## src/shared/tmr_ch_pkg.sv

```systemverilog
// shared constants and types for timer channel 0 capture/compare
package tmr_ch_pkg;
   // register indices on the byte bus
   localparam logic [1:0] ADDR_STATUS_CONTROL = 2'h0;
   localparam logic [1:0] ADDR_VALUE_HIGH = 2'h1;
   localparam logic [1:0] ADDR_VALUE_LOW = 2'h2;
   // status/control field positions
   localparam int FLAG_BIT = 7;
   localparam int IE_BIT = 6;
   localparam int MSB_BIT = 5;
   localparam int MSA_BIT = 4;
   localparam int ELS_HI_BIT = 3;
   localparam int ELS_LO_BIT = 2;
   // edge/level select codes
   localparam logic [1:0] ELS_OFF = 2'h0;
   localparam logic [1:0] ELS_RISE_TOGGLE = 2'h1;
   localparam logic [1:0] ELS_FALL_CLEAR = 2'h2;
   localparam logic [1:0] ELS_BOTH_SET = 2'h3;
   // reset values and the counter wrap value
   localparam logic [15:0] VALUE_RST = 16'h0000;
   localparam logic [7:0] BYTE_RST = 8'h00;
   localparam logic [15:0] COUNT_ZERO = 16'h0000;
   // synchroniser depth seen by logic before the edge detector
   localparam int SYNC_STAGES = 2;
   // channel operating modes
   typedef enum logic [3:0] {
      MODE_CAPTURE = 4'b0001,
      MODE_COMPARE = 4'b0010,
      MODE_EDGE_PWM = 4'b0100,
      MODE_CENTER_PWM = 4'b1000
   } mode_t;
endpackage

```

## src/rtl/chan_pin_logic.sv

```systemverilog
// pin synchroniser and capture edge detector for the timer channel
`timescale 1ns/1ps
`default_nettype none
module chan_pin_logic
   import tmr_ch_pkg::*;
(
   input wire logic clk_in, // timer clock
   input wire logic rst_in, // async reset, active high
   input wire logic pin_in, // raw timer pin level
   input wire logic [1:0] els_in, // edge/level select field
   input wire logic capture_in, // channel is in input capture mode
   output logic edge_out // selected active edge, one cycle
);
   typedef struct packed {
      logic meta;
      logic sync;
      logic last;
   } sync_t;

   sync_t st;
   sync_t next_st;
   logic rise;
   logic fall;

   always_comb begin
      next_st = st;
      next_st.meta = pin_in;
      next_st.sync = st.meta;
      next_st.last = st.sync;
   end

   always_ff @(posedge clk_in or posedge rst_in) begin
      if (rst_in) begin
         st <= '0;
      end else begin
         st <= next_st;
      end
   end

   assign rise = st.sync & ~st.last;
   assign fall = ~st.sync & st.last;

   // edge decode per select field; field 00 releases the pin
   always_comb begin
      edge_out = 1'b0;
      if (capture_in) begin
         case (els_in)
            ELS_RISE_TOGGLE: edge_out = rise;
            ELS_FALL_CLEAR: edge_out = fall;
            ELS_BOTH_SET: edge_out = rise | fall;
            default: edge_out = 1'b0;
         endcase
      end
   end
endmodule
`default_nettype wire

```

## src/rtl/timer_channel0.sv

```systemverilog
// timer channel 0: capture, compare, edge and centre PWM with byte bus
`timescale 1ns/1ps
`default_nettype none
// Function
// - capture edge sets the event flag
// - compare or edge PWM match sets flag
// - centre PWM sets flag on both matches
// - interrupt when flag and enable set
// - clear flag: read while set, write 0
// - new event restarts the clear sequence
// - writing 1 ignored; reset clears flag
// - interrupt enable bit 6, reset clear
// - mode B selects edge PWM
// - mode A picks capture or compare
// - select field 00 releases the pin
// - capture edge: rise, fall or both
// - compare pin: none, toggle, low, high
// - edge PWM high-true or low-true pulses
// - centre select forces centre PWM mode
// - value holds capture or compare value
// - capture read latches both bytes
// - status write unlatches read buffer
// - compare writes load after both bytes
// - status write drops pending byte
// - centre select means up/down counting
module timer_channel0
   import tmr_ch_pkg::*;
(
   input wire logic MCLK_IN, // timer clock, 125 MHz
   input wire logic SYS_RST_IN, // async reset, active high
   input wire logic [1:0] ADDR_IN, // register index
   input wire logic [7:0] WDATA_IN, // write data
   input wire logic WR_IN, // write strobe
   input wire logic RD_IN, // read strobe
   output logic [7:0] RDATA_OUT, // read data, cycle after strobe
   input wire logic [15:0] COUNT_IN, // shared counter value
   input wire logic COUNT_DOWN_IN, // counter is counting down
   input wire logic CENTER_SEL_IN, // shared centre-aligned select
   input wire logic PIN_IN, // timer pin input level
   output logic PIN_OUT, // timer pin output level
   output logic PIN_OE_OUT, // timer pin driven by channel
   output logic IRQ_OUT // channel interrupt request
);
   import tmr_ch_pkg::*;

   typedef struct packed {
      logic flag;
      logic arm;
      logic ie;
      logic msb;
      logic msa;
      logic [1:0] els;
      logic [15:0] value;
      logic rd_latched;
      logic rd_first_hi;
      logic [15:0] rd_buf;
      logic wr_hi;
      logic wr_lo;
      logic [15:0] wr_buf;
      logic pin_q;
      logic [15:0] prev_count;
      logic [7:0] rdata;
   } state_t;

   state_t st;
   state_t next_st;
   mode_t mode;
   logic edge_evt;
   logic count_step;
   logic match;
   logic wrap;
   logic chan_event;
   logic sc_wr;
   logic sc_rd;

   ////////////////////////////////////////////////////////////////////////
   // mode decode

   function automatic mode_t decode_mode(input logic center,
                                         input logic msb,
                                         input logic msa);
      mode_t m;
      m = MODE_CAPTURE;
      if (center) begin
         m = MODE_CENTER_PWM;
      end else if (msb) begin
         m = MODE_EDGE_PWM;
      end else if (msa) begin
         m = MODE_COMPARE;
      end else begin
         m = MODE_CAPTURE;
      end
      return m;
   endfunction

   function automatic logic [7:0] pick_byte(input logic [15:0] word,
                                            input logic high);
      return high ? word[15:8] : word[7:0];
   endfunction

   assign mode = decode_mode(CENTER_SEL_IN, st.msb, st.msa);

   chan_pin_logic u_pin (
      .clk_in(MCLK_IN),
      .rst_in(SYS_RST_IN),
      .pin_in(PIN_IN),
      .els_in(st.els),
      .capture_in(mode == MODE_CAPTURE),
      .edge_out(edge_evt)
   );

   ////////////////////////////////////////////////////////////////////////
   // match detection: once per new counter value

   assign count_step = (COUNT_IN != st.prev_count);
   assign match = count_step && (COUNT_IN == st.value);
   assign wrap = count_step && (COUNT_IN == COUNT_ZERO);
   assign sc_wr = WR_IN && (ADDR_IN == ADDR_STATUS_CONTROL);
   assign sc_rd = RD_IN && (ADDR_IN == ADDR_STATUS_CONTROL);

   always_comb begin
      chan_event = 1'b0;
      case (mode)
         MODE_CAPTURE: chan_event = edge_evt;
         MODE_COMPARE: chan_event = match;
         MODE_EDGE_PWM: chan_event = match;
         MODE_CENTER_PWM: chan_event = match;
         default: chan_event = 1'b0;
      endcase
   end

   ////////////////////////////////////////////////////////////////////////
   // next state

   always_comb begin
      next_st = st;
      next_st.rdata = BYTE_RST;
      next_st.prev_count = COUNT_IN;

      // register reads
      if (RD_IN) begin
         case (ADDR_IN)
            ADDR_STATUS_CONTROL: begin
               next_st.rdata = {st.flag, st.ie, st.msb, st.msa,
                                st.els, 2'b00};
               if (st.flag) begin
                  next_st.arm = 1'b1;
               end
            end
            ADDR_VALUE_HIGH, ADDR_VALUE_LOW: begin
               if (mode == MODE_CAPTURE) begin
                  if (!st.rd_latched) begin
                     next_st.rdata = pick_byte(st.value,
                                     ADDR_IN == ADDR_VALUE_HIGH);
                     next_st.rd_buf = st.value;
                     next_st.rd_latched = 1'b1;
                     next_st.rd_first_hi = (ADDR_IN == ADDR_VALUE_HIGH);
                  end else begin
                     next_st.rdata = pick_byte(st.rd_buf,
                                     ADDR_IN == ADDR_VALUE_HIGH);
                     if (st.rd_first_hi != (ADDR_IN == ADDR_VALUE_HIGH))
                     begin
                        next_st.rd_latched = 1'b0;
                     end
                  end
               end else begin
                  next_st.rdata = pick_byte(st.value,
                                  ADDR_IN == ADDR_VALUE_HIGH);
               end
            end
            default: next_st.rdata = BYTE_RST;
         endcase
      end

      // register writes
      if (WR_IN) begin
         case (ADDR_IN)
            ADDR_STATUS_CONTROL: begin
               if (st.arm && !WDATA_IN[FLAG_BIT]) begin
                  next_st.flag = 1'b0;
               end
               next_st.arm = 1'b0;
               next_st.ie = WDATA_IN[IE_BIT];
               next_st.msb = WDATA_IN[MSB_BIT];
               next_st.msa = WDATA_IN[MSA_BIT];
               next_st.els = WDATA_IN[ELS_HI_BIT:ELS_LO_BIT];
               next_st.rd_latched = 1'b0;
               next_st.wr_hi = 1'b0;
               next_st.wr_lo = 1'b0;
            end
            ADDR_VALUE_HIGH: begin
               if (mode == MODE_CAPTURE) begin
                  next_st.value[15:8] = WDATA_IN;
               end else if (st.wr_lo) begin
                  next_st.value = {WDATA_IN, st.wr_buf[7:0]};
                  next_st.wr_hi = 1'b0;
                  next_st.wr_lo = 1'b0;
               end else begin
                  next_st.wr_buf[15:8] = WDATA_IN;
                  next_st.wr_hi = 1'b1;
               end
            end
            ADDR_VALUE_LOW: begin
               if (mode == MODE_CAPTURE) begin
                  next_st.value[7:0] = WDATA_IN;
               end else if (st.wr_hi) begin
                  next_st.value = {st.wr_buf[15:8], WDATA_IN};
                  next_st.wr_hi = 1'b0;
                  next_st.wr_lo = 1'b0;
               end else begin
                  next_st.wr_buf[7:0] = WDATA_IN;
                  next_st.wr_lo = 1'b1;
               end
            end
            default: next_st.arm = st.arm;
         endcase
      end

      // capture of the counter; hardware wins over a software byte write
      if (mode == MODE_CAPTURE && edge_evt) begin
         next_st.value = COUNT_IN;
      end

      // a new event sets the flag and forces the clear to restart
      if (chan_event) begin
         next_st.flag = 1'b1;
         next_st.arm = 1'b0;
      end

      // pin actions
      case (mode)
         MODE_COMPARE: begin
            if (match) begin
               case (st.els)
                  ELS_RISE_TOGGLE: next_st.pin_q = ~st.pin_q;
                  ELS_FALL_CLEAR: next_st.pin_q = 1'b0;
                  ELS_BOTH_SET: next_st.pin_q = 1'b1;
                  default: next_st.pin_q = st.pin_q;
               endcase
            end
         end
         MODE_EDGE_PWM: begin
            // period start asserts the pulse, match ends it; match wins
            if (wrap) begin
               next_st.pin_q = ~st.els[0];
            end
            if (match) begin
               next_st.pin_q = st.els[0];
            end
         end
         MODE_CENTER_PWM: begin
            if (match && !COUNT_DOWN_IN) begin
               next_st.pin_q = st.els[0];
            end else if (match && COUNT_DOWN_IN) begin
               next_st.pin_q = ~st.els[0];
            end
         end
         default: next_st.pin_q = st.pin_q;
      endcase
   end

   always_ff @(posedge MCLK_IN or posedge SYS_RST_IN) begin
      if (SYS_RST_IN) begin
         st <= '0;
      end else begin
         st <= next_st;
      end
   end

   ////////////////////////////////////////////////////////////////////////
   // outputs

   assign RDATA_OUT = st.rdata;
   assign PIN_OUT = st.pin_q;
   assign PIN_OE_OUT = (mode != MODE_CAPTURE) && (st.els != ELS_OFF);
   assign IRQ_OUT = st.flag && st.ie;
endmodule
`default_nettype wire

```

## config.mk

```make
export PLATFORM = sky130hd
export DESIGN_NAME = timer_channel0
export DESIGN_NICKNAME = d
export VERILOG_FILES = /design/src/shared/tmr_ch_pkg.sv /design/src/rtl/chan_pin_logic.sv /design/src/rtl/timer_channel0.sv
export SDC_FILE = /design/constraint.sdc
export NUM_CORES = 1
export LEC_CHECK = 0
export ABC_AREA = 1
export CORE_MARGIN = 3
export CORE_UTILIZATION = 60
export DETAILED_ROUTE_END_ITERATION = 16
export DONT_BUFFER_PORTS = 1
export PLACE_DENSITY = 0.79
export SLEW_MARGIN = 20
export SYNTH_ARGS = -nofsm -noshare
export SYNTH_HDL_FRONTEND = slang
export SYNTH_SLANG_ARGS = --single-unit
export TNS_END_PERCENT = 100
```

## constraint.sdc

```tcl
create_clock -name MCLK_IN -period 6 [get_ports MCLK_IN]
set_input_delay 1.2 -clock MCLK_IN [delete_from_list [all_inputs] [get_ports MCLK_IN]]
set_output_delay 1.2 -clock MCLK_IN [all_outputs]
set_load 0.05 [all_outputs]
```

==> impl_metrics.yaml, run 1 <==
status:
  run_status: "completed"
clock_network:
  ctsHoldBuffers: 0
  cts.sinks: 87
  cts_root_buffer: "clkbuf_8"
  cts_resized: 0
  clk_pin_slew_ns: 0.10
  cts_tree: "yes"
  clock_latency_ns: 0.36
  cts_inserted_buffers: 9
  cts_buffer_depth: 2
  cts_setup_buffers: 0
  cts-htree-levels: 3
timing:
  max_slew.worst_pin.slew_ns: 1.11
  timing.final.crit_share: 0.581
  relSlewSlack: 0.263
  worst_clock_skew_ns: 0.0141
  tns_ns: 0
  fin_crit_ns: 3.48
  setup_viol: 0
  rsz0062_at_grt: "no"
  finalHoldViolCount: 0
  slew_violations: 0
  fin_hold_ws_ns: 0.368
  fmax_ghz: 0.287
floorplanning:
  die_h_um: 93.4
  num_rows: 31
  initial_core_util: 0.626
  ioPinCount: 44
  core_region_area_sq_um: 7330
  dieArea_sq_um: 8730
  dieWidth_um: 93.4
synthesis:
  synth_nets: 622
  synthArstFlopShare: 1.00
  synthDominantCellAreaShare: 0.475
  syn_area_per_cell_sq_um: 7.87
  ys_types: 34
  synth_top_area_cell: "dfrtp_1"
  synth_ff_type: "dfrtp_1"
  synthTopCellsByCount: "nand2_1, dfrtp_1, inv_1"
  synth.most_common_cell: "nand2_1"
  syn_area_sq_um: 4590
  ys_warn_count: 0
  synth_edf_count: 0
  synthTopCellsByArea: "dfrtp_1, nand2_1, o21ai_0"
  yosys_register_bits: 87
  syn_inst: 583
  ys_seq_area_frac: 0.475
finish:
  num_antenna_cells: 0
  drive_gt1_frac: 0.0542
  multi_input_area_sq_um: 1930
  fin_util: 0.654
  ff_latch_area_sq_um: 2180
  syn2layout_area_growth_pct: 4.42
  final_nets: 606
  fill_cells: 610
critical_path:
  worstPathCellList: "nor2_1 > inv_2 > nor2_8 > a21oi_1"
  critPathRequiredTime_ns: 4.80
  cp-start-kind: "input port"
  critical_path.max_fanout: 8
  critPathMaxStageDelay_ns: 0.86
  crit_type: "in2out"
  cpLargestDelayFamily: "compound AO/OA/AOI/OAI gates"
  path_buf_inv: 1
  arrival_ns: 2.28
  cp_slowest_cell: "a21oi_1"
  end_kind: "output port"
power_and_ir_drop:
  irDropWorstVdd_v: 0.000164
  p_leak_uw: 0.00229
  power_density_nw_per_um2: 350
  power_uw: 1680
global_route:
  grt_usage: 0.269
  antenna_found_initial: 0
  grt_max_degree: 61
  grt_pass1_wl_um: 17800
  overflow: 0
  grt_pass1_vias: 3549
drt:
  met1_length_um: 4770
  via_per_inst: 5.68
  dr.max_layer_used: "met4"
  drt_pass1_iterations: 5
  vias: 3814
  drtAntennaViolNets: 0
  wl_per_cell_um: 16.4
  drt_first_iter_violations: 431
  wl_um: 11000
  drc_errors: 0
  met3WireLength_um: 849
  wl_met2_um: 5030
place:
  port_buffers: 0
  gp_congestion: 0.914
  hpwl_um: 7950
worst_hold_path:
  hp-class: "reg2reg"
job:
  maxCapViolations: 0
## cell type report
cell class | count | area share
inverters | 86 | 0.0676
well taps | 99 | 0.0259
clock inverters | 6 | 0.0196
flip-flops and latches | 87 | 0.454
clock buffers | 10 | 0.0266
repair buffers | 2 | 0.00313
multi-input cells | 381 | 0.403
## metrics by stage
stage	setup slack, ns	area, sq um	instances
after floorplan	2.55	4590	583
final	2.52	4790	671
after global placement	2.53	4570	655
after global routing	2.49	4790	671
after detailed placement	2.49	4570	655
after CTS	2.51	4790	671
## layout by cell type, fill, tap and decap left out, drive strengths merged
master	n
a211oi	4
a21oi	25
a31oi	1
a32oi	5
and3	1
buf	2
bufinv	2
clkbuf	10
clkinv	4
clkinvlp	1
dfrtp	87
ha	6
inv	85
nand2	149
nand3	7
nand4	6
nor2	54
nor3	1
nor4	4
o211ai	28
o21a	1
o21ai	76
o31ai	2
xnor2	10
xor2	1
## power breakdown
group	switching, uW	internal (uW)	total [uW]
Clock	219	238	457
Combinational	237	135	371
Sequential	120	731	851
Total	576	1100	1680
## sequential cells by signal, indices dropped and copies added (netlist names)
| signal | flops |
|---|---|
| PIN_OUT | 1 |
| RDATA_OUT | 8 |
| st | 75 |
| u_pin.next_st | 2 |
| u_pin.st | 1 |
## kinds of logic (layout without fill, tap and decap cells)
group / after synthesis / in the layout / share of synthesized area
and+or+nand+nor: 222 / 222 / 0.198
AOI/OAI and AO/OA: 142 / 142 / 0.185
buffers and inverters: 115 / 104 / 0.106
DFF: 87 / 87 / 0.475
xor gates and xnor gates: 11 / 11 / 0.0210
adders and majority gates: 6 / 6 / 0.0164
## metal layers
metal | vias up | track usage
li1 | 1836 | -
met1 | 1777 | 0.384
met5 | - | 0
met2 | 173 | 0.412
met4 | 0 | 0.101
met3 | 28 | 0.0467
## worst paths after layout
kind / from / to / slack, ns / cells after the start
max in group asynchronous: SYS_RST_IN / st[68] / 4.19 / 2
max reg2reg: u_pin.next_st[0] / st[66] / 3.61 / 8
min in group asynchronous: SYS_RST_IN / st[51] / 0.71 / 1
min: u_pin.next_st[1] / u_pin.next_st[0] / 0.37 / 0
max: CENTER_SEL_IN / PIN_OE_OUT / 2.52 / 4
min reg2reg: u_pin.next_st[1] / u_pin.next_st[0] / 0.37 / 0
Note: power is estimated with default switching activity, not from simulation.
==> run 2: changes to the inputs <==
--- a/config.mk
+++ b/config.mk
@@ -7,10 +7,10 @@
 export LEC_CHECK = 0
 export ABC_AREA = 1
 export CORE_MARGIN = 3
-export CORE_UTILIZATION = 60
+export CORE_UTILIZATION = 57
 export DETAILED_ROUTE_END_ITERATION = 16
 export DONT_BUFFER_PORTS = 1
-export PLACE_DENSITY = 0.79
+export PLACE_DENSITY = 0.78
 export SLEW_MARGIN = 20
 export SYNTH_ARGS = -nofsm -noshare
 export SYNTH_HDL_FRONTEND = slang
==> constraint.sdc (replaced) <==
create_clock -name MCLK_IN -period 3.17 [get_ports MCLK_IN]
set_input_delay 0.634 -clock MCLK_IN [delete_from_list [all_inputs] [get_ports MCLK_IN]]
set_output_delay 0.634 -clock MCLK_IN [all_outputs]
set_load 0.05 [all_outputs]
==> run 2 against run 1 <==
Compared with the run above:
- non-clock buffer count is 2 higher
- sequential power is 89% higher
- hold slack worse by 0.12 ns
- combinational power is 94% higher
- flip-flop and latch count stayed put
- count of clock-buffer cells in the layout is 1 higher
- sequential share of layout area is 0.25 points higher
- register-to-register slack worse by 2.9 ns
- clock power is 57% higher
- total power is 82% higher
- critical path depth is 3 higher
- first-iteration DRC count is 9.3% lower
- critical endpoint is now st[66]
- largest cell class unchanged
==> impl_metrics.yaml, run 2 (synthesized netlist as in run 1, its figures left out) <==
status:
  run_status: "completed"
place:
  gp_congestion: 0.905
  pre_cts_slack_ns: 0.730
  dp_cells: 660
  hpwl_um: 8350
  port_buffers: 0
critical_path:
  critical_path.max_fanout: 36
  end_kind: "flip-flop"
  worstPathCellList: "inv_1 > ha_1 > o21ai_2 > o21ai_4 > o21ai_0 > o211ai_1 > o21ai_0"
  cp-start-kind: "flip-flop"
  crit_type: "reg2reg"
  cp_slowest_cell: "o21ai_4"
  crit_top_cell: "o21ai_0"
  critPathMaxStageDelay_ns: 0.70
  arrival_ns: 2.65
  critPathRequiredTime_ns: 3.38
floorplanning:
  dieArea_sq_um: 9160
  ioPinCount: 44
  core_region_area_sq_um: 7770
  dieWidth_um: 95.7
  num_rows: 32
  initial_core_util: 0.591
  die_h_um: 95.7
clock_network:
  cts.sinks: 87
  cts_tree: "yes"
  clock_latency_ns: 0.36
  cts_root_buffer: "clkbuf_8"
  ctsHoldBuffers: 0
  cts_inserted_buffers: 9
  cts_setup_buffers: 0
  clk_pin_slew_ns: 0.09
  cts-htree-levels: 3
  cts_resized: 0
  cts_buffer_depth: 2
drt:
  drtAntennaViolNets: 0
  drc_errors: 0
  drt_first_iter_violations: 391
  wl_um: 11300
  via_per_inst: 5.76
  drt_pass1_iterations: 5
  vias: 3874
  wl_per_cell_um: 16.7
timing:
  worst_clock_skew_ns: 0.0137
  relSlewSlack: 0.393
  max_slew.worst_pin.slew_ns: 0.907
  layout_setup_ws_ns: 0.728
  fin_hold_ws_ns: 0.248
  tns_ns: 0
  finalHoldViolCount: 0
  fmax_ghz: 0.409
  slew_violations: 0
  timing.final.crit_share: 0.770
  setup_viol: 0
  rsz0062_at_grt: "no"
  fin_crit_ns: 2.44
job:
  maxCapViolations: 0
finish:
  final_nets: 608
  fin_util: 0.613
  num_antenna_cells: 0
  largest_reg_flops: 75
  drive_gt1_frac: 0.0490
  layout_common_cells: "nand2_1, dfrtp_1, inv_1"
  syn2layout_area_growth_pct: 3.85
  final_common_cell: "nand2_1"
  regMostFlops: "st"
  final_cell_count_no_fill: 673
power_and_ir_drop:
  p_leak_uw: 0.00229
  power_density_nw_per_um2: 640
  irDropWorstVdd_v: 0.000319
global_route:
  grt_pass1_vias: 3622
  grt_usage: 0.262
  antenna_found_initial: 0
  grt_max_degree: 48
  overflow: 0
  grt_pass1_wl_um: 18100
worst_hold_path:
  hp-class: "in2async"
-- run 2: cell count changes in the layout (fill, tap and decap cells not counted), sizes merged --
| cell | before | now |
|---|---|---|
| buf | 2 | 4 |
| bufinv | 2 | 1 |
| clkbuf | 10 | 11 |
| clkinv | 4 | 3 |
| clkinvlp | 1 | 0 |
| inv | 85 | 84 |
-- run 2: worst paths after layout --
kind	from	to	slack (ns)	cells past startpoint
setup reg to reg	u_pin.next_st[0]	st[66]	0.73	7
max in group asynchronous	SYS_RST_IN	st[26]	2.21	2
setup / recovery	u_pin.next_st[0]	st[66]	0.73	7
hold / removal	SYS_RST_IN	st[52]	0.25	1
hold reg to reg	u_pin.next_st[1]	u_pin.next_st[0]	0.36	0
min in group MCLK_IN	COUNT_IN[1]	st[9]	0.30	0
-- run 2: layer usage --
metal	share of wire	track usage
met4	0.018	0.0960
met1	0.42	0.353
met2	0.49	0.424
met5	0	0
met3	0.075	0.0469
-- run 2: through the flow --
step | total power [uW] | area, sq um
after detailed placement | 2330 | 4600
after global placement | 2290 | 4600
final | 3050 | 4760
after global routing | 3230 | 4760
after CTS | 3040 | 4760
after floorplan | 2140 | 4590
-- run 2: cell type report --
type,instances,area (sq um)
clock buffers,11,131
clock inverters,2,35.0
fillers,687,3000
inverters,86,324
multi-input cells,381,1930
flip-flops and latches,87,2180
well taps,102,128
repair buffers,4,42.5
-- run 2: critical path, delay by kind of cell (launching register included) --
family | cells | cell delay, ns
AO/OA/AOI/OAI | 5 | 1.55
adder cells (fa/ha/maj) | 1 | 0.30
buffers and inverters | 1 | 0.05
flip-flops | 1 | 0.38
-- run 2: report_power, final --
part	internal (uW)	switching (uW)	total (uW)	leakage, uW
Combinational	261	459	720	0.00112
Clock	351	367	718	0.0000851
Sequential	1380	226	1610	0.00108
Total	2000	1050	3050	0.00229
==> run 3: changes to the inputs <==
--- a/config.mk
+++ b/config.mk
@@ -7,10 +7,10 @@
 export LEC_CHECK = 0
 export ABC_AREA = 1
 export CORE_MARGIN = 3
-export CORE_UTILIZATION = 57
+export CORE_UTILIZATION = 60
 export DETAILED_ROUTE_END_ITERATION = 16
 export DONT_BUFFER_PORTS = 1
-export PLACE_DENSITY = 0.78
+export PLACE_DENSITY = 0.79
 export SLEW_MARGIN = 20
 export SYNTH_ARGS = -nofsm -noshare
 export SYNTH_HDL_FRONTEND = slang
==> constraint.sdc (replaced) <==
create_clock -name MCLK_IN -period 2.3 [get_ports MCLK_IN]
set_input_delay 0.46 -clock MCLK_IN [delete_from_list [all_inputs] [get_ports MCLK_IN]]
set_output_delay 0.46 -clock MCLK_IN [all_outputs]
set_load 0.05 [all_outputs]
==> run 3 against run 2 <==
Compared with the run above:
- sequential power up 38%
- flip-flop and latch count unchanged
- final cell count up 0.74%
- critical path type is now reg2out
- critical endpoint is now PIN_OE_OUT
==> impl_metrics.yaml, run 3 (synthesized netlist as in run 1, its figures left out) <==
power_and_ir_drop:
  power_density_nw_per_um2: 888
  irDropWorstVdd_v: 0.000455
  p_leak_uw: 0.00233
critical_path:
  crit_type: "reg2out"
  arrival_ns: 1.59
  cp-start-kind: "flip-flop"
  r2r_setup_slack_ns: 0.29
  r2r-start: "u_pin.next_st[0]"
  r2r-end: "st[67]"
  worst_r2r_path_depth: 8
  critPathMaxStageDelay_ns: 0.43
  critPathRequiredTime_ns: 1.84
  critical_path.max_fanout: 8
  worstPathCellList: "nor2_1 > inv_2 > nor2_8 > a21oi_1 > buf_4"
  end_kind: "output port"
  cp_slowest_cell: "dfrtp_1"
clock_network:
  clock_latency_ns: 0.36
  cts_resized: 0
  cts_root_buffer: "clkbuf_8"
  cts.sinks: 87
  cts_tree: "yes"
  cts_buffer_depth: 2
  cts-htree-levels: 3
  cts_inserted_buffers: 9
  clk_pin_slew_ns: 0.08
finish:
  largest_reg_flops: 75
  final_nets: 614
  drive_gt1_frac: 0.0639
  layout_common_cells: "nand2_1, dfrtp_1, inv_1"
  fill_cells: 612
  fin_area_sq_um: 4840
  syn2layout_area_growth_pct: 5.51
  regMostFlops: "st"
  final_common_cell: "nand2_1"
  multi_input_area_sq_um: 1930
  ff_latch_area_sq_um: 2180
  num_antenna_cells: 0
worst_hold_path:
  hp-start: "PIN_IN"
  hp-class: "in2reg"
  whs_endpoint: "u_pin.next_st[1]"
  whs_path_depth: 0
floorplanning:
  num_rows: 31
  dieArea_sq_um: 8730
  initial_core_util: 0.626
  die_h_um: 93.4
  core_region_area_sq_um: 7330
  ioPinCount: 44
  dieWidth_um: 93.4
global_route:
  grt_usage: 0.272
  antenna_found_initial: 0
  grt_max_degree: 35
  grt_pass1_wl_um: 18200
  grt_pass1_vias: 3667
  overflow: 0
place:
  place_area_sq_um: 4630
  gp_congestion: 0.962
  port_buffers: 0
  hpwl_um: 8290
timing:
  relSlewSlack: 0.601
  finalHoldViolCount: 0
  fmax_ghz: 0.487
  setup_viol: 0
  timing.final.crit_share: 0.893
  worst_clock_skew_ns: 0.00834
  slew_violations: 0
  fin_crit_ns: 2.05
  tns_ns: 0
  max_slew.worst_pin.slew_ns: 0.598
  rsz0062_at_grt: "no"
drt:
  drt_first_iter_violations: 334
  via_per_inst: 5.75
  drc_errors: 0
  vias: 3900
  wl_per_cell_um: 16.5
  wl_um: 11200
  drt_pass1_iterations: 5
  drtAntennaViolNets: 0
status:
  run_status: "completed"
job:
  maxCapViolations: 0
[run 3: changes by cell type in the layout (fill, tap and decap cells not counted)]
cell	before	now
buf_4	3	8
clkbuf_1	2	0
clkbuf_8	9	11
clkinv_2	2	3
clkinvlp_4	0	1
dlygate4sd3_1	0	1
[run 3: final cells by class]
cell class / instances / area share
Clock buffer: 11 / 0.0313
Clock inverter: 4 / 0.00930
Timing Repair Buffer: 10 / 0.0186
Tap cell: 99 / 0.0256
Inverter: 86 / 0.0675
Sequential cell: 87 / 0.450
Multi-Input combinational cell: 381 / 0.398
[run 3: metal layers]
metal / global-route usage / vias to the layer above / wire length, um
met5: 0 / - / 0
met2: 0.422 / 172 / 5160
met1: 0.378 / 1846 / 4880
li1: - / 1857 / -
met4: 0.120 / 0 / 309
met3: 0.0426 / 25 / 835
[run 3: worst max-delay path by stage]
| stage | cells past startpoint | end | from | slack (ns) |
|---|---|---|---|---|
| after floorplan | 9 | PIN_OUT | CENTER_SEL_IN | 0.26 |
| final | 5 | PIN_OE_OUT | st[80] | 0.25 |
| after global routing | 8 | st[68] | u_pin.next_st[0] | 0.10 |
| after global placement | 7 | st[57] | ADDR_IN[0] | 0.32 |
| after detailed placement | 7 | st[70] | ADDR_IN[0] | 0.24 |
| after CTS | 5 | PIN_OE_OUT | st[80] | 0.28 |
[run 3: worst max-delay path, delay by kind of cell, from the launching register on]
family          cells  cell delay, ns
buf+inv             2            0.38
flops               1            0.43
compound gates      1            0.27
simple gates        2            0.14
[run 3: where the power goes]
part	internal [uW]	total, uW	switching [uW]
Sequential	1910	2220	311
Clock	550	1080	530
Combinational	366	1000	635
Total	2820	4300	1480
[run 3: repair_timing]
item	CTS	global route
setup buffers	0	0
hold buffers	1	0
hold endpoints to repair	14	0
[run 3: metrics by stage]
stage                      util  std cells  setup WS (ns)  hold slack, ns  total power, uW
final                     0.660        678          0.246           0.117             4300
after detailed placement  0.632        662          0.239           0.345             3220
after CTS                 0.660        678          0.284           0.107             4300
after floorplan               -        583          0.257           0.331             2960
after global placement    0.632        662          0.321           0.334             3170
after global routing      0.660        678          0.103           0.101             4560
